==> config.mk <==
export PLATFORM = sky130hd
export DESIGN_NAME = dcrb_dev_flat
export DESIGN_NICKNAME = d
export VERILOG_FILES = /design/src/hw/dcrb_pkg.sv /design/src/hw/dcrb_if.sv /design/src/hw/dcrb_dev.sv /design/src/hw/dcrb_shift.sv /design/src/flat_wrapper.sv
export SDC_FILE = /design/constraint.sdc
export NUM_CORES = 1
export LEC_CHECK = 0
export BUFFER_PORTS_ARGS = -buffer_cell sky130_fd_sc_hd__buf_2
export CORE_UTILIZATION = 55
export CTS_CLUSTER_DIAMETER = 50
export DETAILED_ROUTE_END_ITERATION = 6
export HOLD_SLACK_MARGIN = 0.05
export PLACE_DENSITY = 0.77
export SYNTH_ARGS = -nofsm -noshare
export SYNTH_HDL_FRONTEND = slang
export SYNTH_SLANG_ARGS = --single-unit
==> constraint.sdc <==
create_clock -name clk_i -period 6.3 [get_ports clk_i]
set_input_delay 1.26 -clock clk_i [delete_from_list [all_inputs] [get_ports clk_i]]
set_output_delay 1.26 -clock clk_i [all_outputs]
set_load 0.02 [all_outputs]
==> src/hw/dcrb_pkg.sv <==
// Shared constants for the demodulator configuration register bank.
// Assumes both ends and the bench compile this package first.
package dcrb_pkg;
   localparam int WORD_W = 32;                 // Serial word length
   localparam int CNT_W = 5;                   // Bit counter width
   localparam int ADDR_LSB = 0;                // Register address field
   localparam int ADDR_W = 3;
   localparam int BANK_LSB = 3;                // Bank address field
   localparam int BANK_W = 2;
   localparam logic [2:0] REG_MIX = 3'h3;      // Mixer and filter setup
   localparam logic [2:0] REG_BIAS = 3'h5;     // Bias trim setup
   localparam logic [2:0] REG_RDBK = 3'h0;     // Readback request / word
   localparam logic [1:0] BANK_SETUP = 2'h1;   // Bank of setup words
   // A readback request is register zero of the setup bank: its low
   // five bits are 0,0,0,1,0, so bit 3 is set just as in a setup word
   localparam logic [1:0] BANK_RDBK = 2'h1;    // Bank of readback request
   // Mixer setup fields
   localparam int QLA_LSB = 17;
   localparam int QLB_LSB = 23;
   localparam int LOAD_W = 6;
   localparam int BYP_BIT = 29;
   localparam int PEAK_LSB = 30;
   localparam logic [1:0] PEAK_RST = 2'h1;
   // Bias trim fields: six two-bit fields from bit 5
   localparam int TRIM_LSB = 5;
   localparam int TRIM_N = 6;
   localparam logic [1:0] TRIM_RST = 2'h1;
   // Readback request carries the wanted register in bits 21..23
   localparam int RQ_ADDR_LSB = 21;
   // Readback word fields
   localparam int VER_LSB = 5;
   localparam int DACQ_LSB = 16;
   localparam int DACI_LSB = 24;
   localparam logic [7:0] DAC_RST = 8'h80;     // Half scale
   localparam logic [2:0] RB_ADDR_RST = 3'h0;
   localparam logic [1:0] RB_BANK_RST = 2'h1;  // Bit 3 set, bit 4 clear
   localparam logic [31:0] MIX_RST = {PEAK_RST, 30'h0};
   localparam logic [31:0] BIAS_RST = {15'h0, {TRIM_N{TRIM_RST}}, 5'h0};
   localparam int CLK_DIV = 4;                 // Serial clock divider
endpackage

==> src/hw/dcrb_if.sv <==
// Four-wire serial link between host and register bank.
// Assumes a shared clk_i; serial clock is an enable-qualified level.
`timescale 1ns/100ps
interface dcrb_if;
   logic sclk;   // Serial clock, driven by host
   logic sdata;  // Data host to device, bit 0 first
   logic latch;  // Strobe after 32 bits: commit word
   logic rdata;  // Readback data device to host
   modport host (output sclk, output sdata, output latch, input rdata);
   modport dev (input sclk, input sdata, input latch, output rdata);
endinterface

==> src/hw/dcrb_dev.sv <==
// Device end: receives serial words, holds setup registers, answers
// readback. Assumes the host keeps sclk, sdata and latch synchronous
// to clk_i; data sampled on the sclk rising edge, rdata changes on fall.
`timescale 1ns/100ps
// How it works
// - Q mixer load side A, bits 17-22
// - Q mixer load side B, bits 23-28
// - Host keeps mixer load fields zero; dcrb_host sends the word as written
// - Bypass bit 29, peaking 30-31 resets 01
// - Register four needs no programming
// - Bits 0-2 register, 3-4 bank address
// - Six two-bit trims bits 5-16, reset 01
// - Host leaves trims at one; dcrb_host sends the word as written
// - Optional trim set 2,3,0,1,2,1
// - Readback request 0,0,0,1,0 plus address
// - Readback address, version, Q and I DAC
// - Readback register select reads zero default
// - Readback bank reads 1,0 default
// - DC offset registers start at 128
module dcrb_dev #(
   parameter logic [1:0] VERSION = 2'h2 // Arbitrary version code value
) (
   input wire logic clk_i,
   input wire logic rst_i,
   dcrb_if.dev link,
   input wire logic dac_load_i,          // Calibration result strobe
   input wire logic [7:0] dac_q_i,       // New Q offset DAC value
   input wire logic [7:0] dac_i_i,       // New I offset DAC value
   output logic [5:0] q_mixer_load_side_a_o,
   output logic [5:0] q_mixer_load_side_b_o,
   output logic filter_bypass_o,
   output logic [1:0] peaking_ctrl_o,
   output logic [11:0] bias_trims_o,     // Six trims, first at bit 0
   output logic [7:0] dac_q_o,
   output logic [7:0] dac_i_o
);
   logic [31:0] mix_q, mix_d;     // Mixer and filter setup word
   logic [31:0] bias_q, bias_d;   // Bias trim setup word
   logic [7:0] dq_q, dq_d;        // Q offset DAC register
   logic [7:0] di_q, di_d;        // I offset DAC register
   logic [4:0] rba_q, rba_d;      // Address echoed in readback
   logic sclk_q;                  // Last sclk for edge detect
   logic rise, fall;              // One-cycle sclk edge pulses
   logic [31:0] rx_word;          // Receive shifter contents
   logic [31:0] tx_word;          // Readback word to load
   logic tx_load;                 // Load the readback word
   logic [2:0] w_reg;             // Register field of received word
   logic [1:0] w_bank;            // Bank field of received word
   logic cmd_mix, cmd_bias;       // Word addresses a setup register
   logic cmd_rdbk;                // Word is a readback request

   // Match a received address pair against one command. Every command
   // test goes through here, so no two of them can ever disagree on
   // how the address and bank fields are read
   function automatic logic addr_is(input logic [2:0] reg_w,
                                    input logic [1:0] bank_w,
                                    input logic [2:0] reg_f,
                                    input logic [1:0] bank_f);
      addr_is = (reg_w == reg_f) && (bank_w == bank_f);
   endfunction

   // The field slices below assume the documented 32-bit word
   if (dcrb_pkg::WORD_W != 32) begin : g_word_chk
      $error("dcrb_dev serves 32-bit words only");
   end

   // One host bit takes four clk_i cycles: sclk low for two, high for
   // two. The host moves sdata only while sclk is low, so the rise
   // always sees a settled bit. The fall steps the transmit shifter,
   // which gives rdata a cycle to settle before the host samples it at
   // the end of that same low phase. latch rises with the last fall, sclk low again.
   // A frame cut short before latch changes no setup register; the
   // next full frame shifts the stale bits out of the way. The edge
   // detector resets low, matching the idle level of sclk, so no
   // false rise follows reset.

   // Sclk edges; host drives sclk as a clk_i-synchronous level
   always_ff @(posedge clk_i or posedge rst_i) begin
      if (rst_i) begin
         sclk_q <= 1'b0;
      end else begin
         sclk_q <= link.sclk;
      end
   end
   assign rise = link.sclk & ~sclk_q;
   assign fall = ~link.sclk & sclk_q;

   // Receive shifter; bit 0 enters first and ends at the bottom once
   // all 32 rises have passed
   dcrb_shift u_rx (
      .clk_i(clk_i),
      .rst_i(rst_i),
      .load_i(1'b0),
      .load_val_i('0),
      .shift_i(rise),
      .in_bit_i(link.sdata),
      .out_bit_o(),
      .word_o(rx_word)
   );

   // Address fields of the received word; they only mean something
   // at latch, once all 32 bits have arrived
   assign w_reg = rx_word[dcrb_pkg::ADDR_LSB +: dcrb_pkg::ADDR_W];
   assign w_bank = rx_word[dcrb_pkg::BANK_LSB +: dcrb_pkg::BANK_W];

   // Command decode: setup writes live in bank one at registers three
   // and five; the readback request is register zero of bank one
   assign cmd_mix = addr_is(w_reg, w_bank, dcrb_pkg::REG_MIX,
                            dcrb_pkg::BANK_SETUP);
   assign cmd_bias = addr_is(w_reg, w_bank, dcrb_pkg::REG_BIAS,
                             dcrb_pkg::BANK_SETUP);
   assign cmd_rdbk = addr_is(w_reg, w_bank, dcrb_pkg::REG_RDBK,
                             dcrb_pkg::BANK_RDBK);

   // Readback word built from the next echo address, not the stored
   // one: the shifter loads at the same edge that updates the echo,
   // and the stored value would still name the previous request
   assign tx_word = {di_q, dq_q, 9'h0, VERSION, rba_d};

   // Readback loads on the latch of a readback request
   assign tx_load = link.latch && cmd_rdbk;

   // Transmit shifter, shifts out on sclk falling edge; zeros fill in
   // behind, so a second frame without a new request reads as zero
   dcrb_shift u_tx (
      .clk_i(clk_i),
      .rst_i(rst_i),
      .load_i(tx_load),
      .load_val_i(tx_word),
      .shift_i(fall),
      .in_bit_i(1'b0),
      .out_bit_o(link.rdata),
      .word_o()
   );

   // Setup and echo registers. The whole word commits only on latch,
   // so a half-shifted word never reaches the analog controls
   always_comb begin
      mix_d = mix_q;
      bias_d = bias_q;
      rba_d = rba_q;
      if (link.latch) begin
         if (cmd_mix) begin // Mixer and filter setup
            mix_d = rx_word;
         end else if (cmd_bias) begin // Bias trim setup
            bias_d = rx_word;
         end
         // Other addresses, register four included, are ignored; spare
         // bits are kept as sent and drive nothing
      end
      // Echo bank one and the register that the request names
      if (tx_load) begin
         rba_d = {dcrb_pkg::BANK_SETUP,
                  rx_word[dcrb_pkg::RQ_ADDR_LSB +: dcrb_pkg::ADDR_W]};
      end
   end

   // Register only; setup words start at their documented defaults
   always_ff @(posedge clk_i or posedge rst_i) begin
      if (rst_i) begin
         mix_q <= dcrb_pkg::MIX_RST;
         bias_q <= dcrb_pkg::BIAS_RST;
         rba_q <= {dcrb_pkg::RB_BANK_RST, dcrb_pkg::RB_ADDR_RST};
      end else begin
         mix_q <= mix_d;
         bias_q <= bias_d;
         rba_q <= rba_d;
      end
   end

   // Offset DAC registers: only the calibration engine writes them,
   // so a host frame can never disturb a finished calibration
   always_comb begin
      dq_d = dq_q;
      di_d = di_q;
      if (dac_load_i) begin // New calibration result
         dq_d = dac_q_i;
         di_d = dac_i_i;
      end
   end

   // Register only; half scale after reset, so the correction starts
   // from the middle of its range
   always_ff @(posedge clk_i or posedge rst_i) begin
      if (rst_i) begin
         dq_q <= dcrb_pkg::DAC_RST;
         di_q <= dcrb_pkg::DAC_RST;
      end else begin
         dq_q <= dq_d;
         di_q <= di_d;
      end
   end

   // Field views straight from the registers, so every control output
   // is a flop output and never glitches while a frame shifts in.
   // Peaking is passed on as written: picking 0 in bypass and 1
   // otherwise is left to the host
   assign q_mixer_load_side_a_o =
      mix_q[dcrb_pkg::QLA_LSB +: dcrb_pkg::LOAD_W];
   assign q_mixer_load_side_b_o =
      mix_q[dcrb_pkg::QLB_LSB +: dcrb_pkg::LOAD_W];
   assign filter_bypass_o = mix_q[dcrb_pkg::BYP_BIT];
   assign peaking_ctrl_o = mix_q[dcrb_pkg::PEAK_LSB +: 2];
   assign bias_trims_o =
      bias_q[dcrb_pkg::TRIM_LSB +: 2 * dcrb_pkg::TRIM_N];
   assign dac_q_o = dq_q;
   assign dac_i_o = di_q;
endmodule

==> src/hw/dcrb_shift.sv <==
// Generic 32-bit shift register stepped by a one-cycle enable.
// Assumes the caller supplies load and shift enables, bit 0 first.
`timescale 1ns/100ps
module dcrb_shift #(
   parameter int W = dcrb_pkg::WORD_W
) (
   input wire logic clk_i,
   input wire logic rst_i,
   input wire logic load_i,
   input wire logic [W-1:0] load_val_i,
   input wire logic shift_i,
   input wire logic in_bit_i,
   output logic out_bit_o,
   output logic [W-1:0] word_o
);
   logic [W-1:0] sr_q, sr_d; // Shift contents

   // A one-bit shifter has no slice to move; refuse it at elaboration
   if (W < 2) begin : g_width_chk
      $error("dcrb_shift needs at least two bits");
   end

   // Load wins over shift; bits enter at the top, leave at bit 0
   always_comb begin
      sr_d = sr_q;
      if (load_i) begin
         sr_d = load_val_i;
      end else if (shift_i) begin
         sr_d = {in_bit_i, sr_q[W-1:1]};
      end
   end

   // Register only
   always_ff @(posedge clk_i or posedge rst_i) begin
      if (rst_i) begin
         sr_q <= '0;
      end else begin
         sr_q <= sr_d;
      end
   end

   assign out_bit_o = sr_q[0];
   assign word_o = sr_q;
endmodule

==> src/flat_wrapper.sv <==
// flat-port wrapper written by rule: the top's interface ports become plain ports
module dcrb_dev_flat 
#(
   parameter logic [1:0] VERSION = 2'h2                                
)
  (clk_i, rst_i, dac_load_i, dac_q_i, dac_i_i, q_mixer_load_side_a_o, q_mixer_load_side_b_o, filter_bypass_o, peaking_ctrl_o, bias_trims_o, dac_q_o, dac_i_o, link_sclk, link_sdata, link_latch, link_rdata);
  dcrb_if link_i ();
  input wire logic clk_i;
  input wire logic rst_i;
  input wire logic dac_load_i;
  input wire logic [7:0] dac_q_i;
  input wire logic [7:0] dac_i_i;
  output logic [5:0] q_mixer_load_side_a_o;
  output logic [5:0] q_mixer_load_side_b_o;
  output logic filter_bypass_o;
  output logic [1:0] peaking_ctrl_o;
  output logic [11:0] bias_trims_o;
  output logic [7:0] dac_q_o;
  output logic [7:0] dac_i_o;
  input wire logic [$bits(link_i.sclk)-1:0] link_sclk;
  input wire logic [$bits(link_i.sdata)-1:0] link_sdata;
  input wire logic [$bits(link_i.latch)-1:0] link_latch;
  output wire logic [$bits(link_i.rdata)-1:0] link_rdata;
  assign link_i.sclk = link_sclk;
  assign link_i.sdata = link_sdata;
  assign link_i.latch = link_latch;
  assign link_rdata = link_i.rdata;
  dcrb_dev #(.VERSION(VERSION)) u_core (.clk_i(clk_i), .rst_i(rst_i), .link(link_i), .dac_load_i(dac_load_i), .dac_q_i(dac_q_i), .dac_i_i(dac_i_i), .q_mixer_load_side_a_o(q_mixer_load_side_a_o), .q_mixer_load_side_b_o(q_mixer_load_side_b_o), .filter_bypass_o(filter_bypass_o), .peaking_ctrl_o(peaking_ctrl_o), .bias_trims_o(bias_trims_o), .dac_q_o(dac_q_o), .dac_i_o(dac_i_o));
endmodule
==> metrics <==
status=finished clean; PostCTS Resize Cnt=0; cts hold-fix bufs=0; synth top area cells=dfrtp_1 57%, mux2_2 25%, dfstp_2 5.4%; setup_tns=0 ns; Sequential Power Share=61.0%; area grow syn2layout=13.51%; Layout Utilization=64.29%; crit path DAT=2.94 ns; Filler cells=611; Slew @ Worst Pin=1.187 ns; Worst Path Max Fanout=29; Crit-path slowest cell=nand2b_1; area taken by multi-input logic gates=1546 um^2; grt met1 use=25.64%; detailed placement HPWL=4415 um; Sw Pwr=342.7 uW; Synth Register Bits=108; Post-DP Area=4761 um^2; Inserted Clock Buffers=9; first-pass GRT wire length=11,940 um; crit-path max cell delay=0.88 ns; Port Buf Inserts=65; vias=2,402; dpl cells=445; DRT Pass-1 Iters=4; top_reg_cell synth=dfrtp_1; final worst slack=3.623 ns; worst path buffer plus inverter count=1; drt wl/cell=14.82 um; post-layout instance area=4942 um^2; Async SR Flop Fraction=100.0%; Final Power=1.306 mW; sequential area share after synthesis=62.33%; clk slew on worst S/H paths=0.10 ns; Clk pwr share=29.9%; clk buf depth=2; Worst setup SP type=input port; WHS=0.5089 ns; post-placement setup slack=3.218 ns; DRC viols=0; setup violators final=0; post-synth top area share=56.90%; Setup Crit Path Kind=input port to register; met2 GRT Util=27.90%; cell mode on critical path=mux2_2; Logic pwr share=9.1%; cell-internal power=963.7 uW; chip width=90.98 um; clk sinks=108; Top Ports=66; Worst slew margin=20.45%; H-tree depth reported by CTS=3; Clock Latency Late Sink=0.37 ns; yosys warns=0; clock root cell=clkbuf_8; most numerous cell in the Yosys netlist=dfrtp_1; CP Capture Type=register; Worst VDD drop=162.4 uV; total track usage=18.50%; share of cells above drive strength 1=57.66%; final number of hold-violating endpoints=0; Pwr Density=264.3 nW/um^2; Syn Nets=312; vias per inst=5.210; critical path cell sequence=buf_2, nand2b_1, mux2_2, mux2_2; die height=90.98 um; global route hottest layer=met2; Final ANT Viol Nets=0; WP data required=6.56 ns; largest net degree at the start of global routing=89; total wire length=6831 um; Mapped Cells=290; net total in the final layout=376; Core Rows=32; DR iter-0 viols=157; Distinct cells, synth=23; max cap viols=0; Initial Utilization=56.64%; final cell count without fillers=461; RePlAce Congestion=0.6999; Max Clk Rate=373.5 MHz; Post-CTS Setup Repair Bufs=0; Avg Cell Area, Syn=15.01 um^2; unrepaired setup endpoints after global routing=no; EDFF count, synth=0; GRT overflow=0; Tmin final=2.677 ns; met3 usage=4.271%; type of the most critical hold path=register to register; switching share of power=26.24%; flip-flop and latch area=2714 um^2; vias in the first global route=2,505; Slew Viols, Final=0; crit share post-route=42.49%; Synth area leader=dfrtp_1; Setup Skew=0.01266 ns; Leak Pwr=2.545 nW; antenna diode count=0; initial antenna violation count=0; synthesized area=4354 um^2; Top delay family on crit path=simple AND/OR/NAND/NOR gates; CTS tree=built; Die ar.=8276 um^2; CORE AREA=7687 um^2; Commonest cells post-synth=99 x dfrtp_1, 96 x mux2_2, 30 x nand2_1, 12 x mux2_4, 11 x a21oi_1
-- power groups by stage --
stage                     Sequential, mW  Clock, mW  Combinational, mW
after floorplan                    0.808          0             0.0790
after global placement             0.808          0              0.117
after detailed placement           0.811          0              0.121
after CTS                          0.797      0.401              0.122
after global routing               0.807      0.429              0.131
final                              0.797      0.391              0.119
-- sequential cells by signal (all words and copies together) (netlist names) --
register	flops
u_core.dac_i_o	8
u_core.mix_q	15
u_core.u_rx.word_o	32
u_core.dac_q_o	8
u_core.u_tx.word_o	32
u_core.sclk_q	1
u_core.bias_q	12
-- worst min-delay path, stage by stage (launching register included) --
cell	delay [ns]
dfrtp_1	0.36
nand2_1	0.05
nand3_1	0.07
-- cells in the final DEF (no fill, tap or decap), types with 2 or more instances in the layout --
| cell type | netlist | layout |
|---|---|---|
| a21oi_1 | 11 | 11 |
| buf_2 | 5 | 65 |
| buf_4 | 1 | 5 |
| clkbuf_8 | 0 | 9 |
| clkinvlp_4 | 0 | 3 |
| dfrtp_1 | 99 | 99 |
| dfstp_2 | 9 | 9 |
| inv_6 | 0 | 3 |
| mux2_1 | 2 | 2 |
| mux2_2 | 96 | 96 |
| mux2_4 | 12 | 12 |
| nand2_1 | 30 | 30 |
| nand3_1 | 2 | 2 |
-- layout make-up --
type	count	share of cell area [%]
Clock buffer	9	2.506
Tap cell	102	2.582
Inverter	2	0.2025
Timing Repair Buffer	70	7.342
Clock inverter	7	1.165
Multi-Input combinational cell	163	31.29
Sequential cell	108	54.91
-- final timing paths --
| kind | from | to | slack [ns] | cells past startpoint |
|---|---|---|---|---|
| min in group asynchronous | rst_i | u_core.u_rx.word_o[11] | 0.81 | 2 |
| worst min register to register | u_core.u_tx.word_o[6] | u_core.u_tx.word_o[6] | 0.51 | 2 |
| worst max register to register | u_core.u_rx.word_o[4] | u_core.u_tx.word_o[19] | 4.22 | 3 |
| worst max-delay path | link_sclk | u_core.u_tx.word_o[27] | 3.62 | 4 |
| max in group asynchronous | rst_i | u_core.u_tx.word_o[11] | 4.12 | 3 |
| worst min-delay path | u_core.u_tx.word_o[6] | u_core.u_tx.word_o[6] | 0.51 | 2 |
-- logic make-up (layout without fill, tap and decap cells) --
group / Yosys count / in the layout / share of synthesized area [%]
muxes: 111 / 111 / 29.71
AOI/OAI and AO/OA: 12 / 12 / 1.379
buffers and inverters: 19 / 88 / 2.213
and+or+nand+nor: 40 / 40 / 4.368
DFF: 108 / 108 / 62.33
-- metal layers --
layer	wire length (um)	share of wire, %
met1	3210	47
met2	3237	47
met3	228	3.3
met4	156	2.3
met5	0	0
No activity file was read; power rests on OpenSTA's default activity.
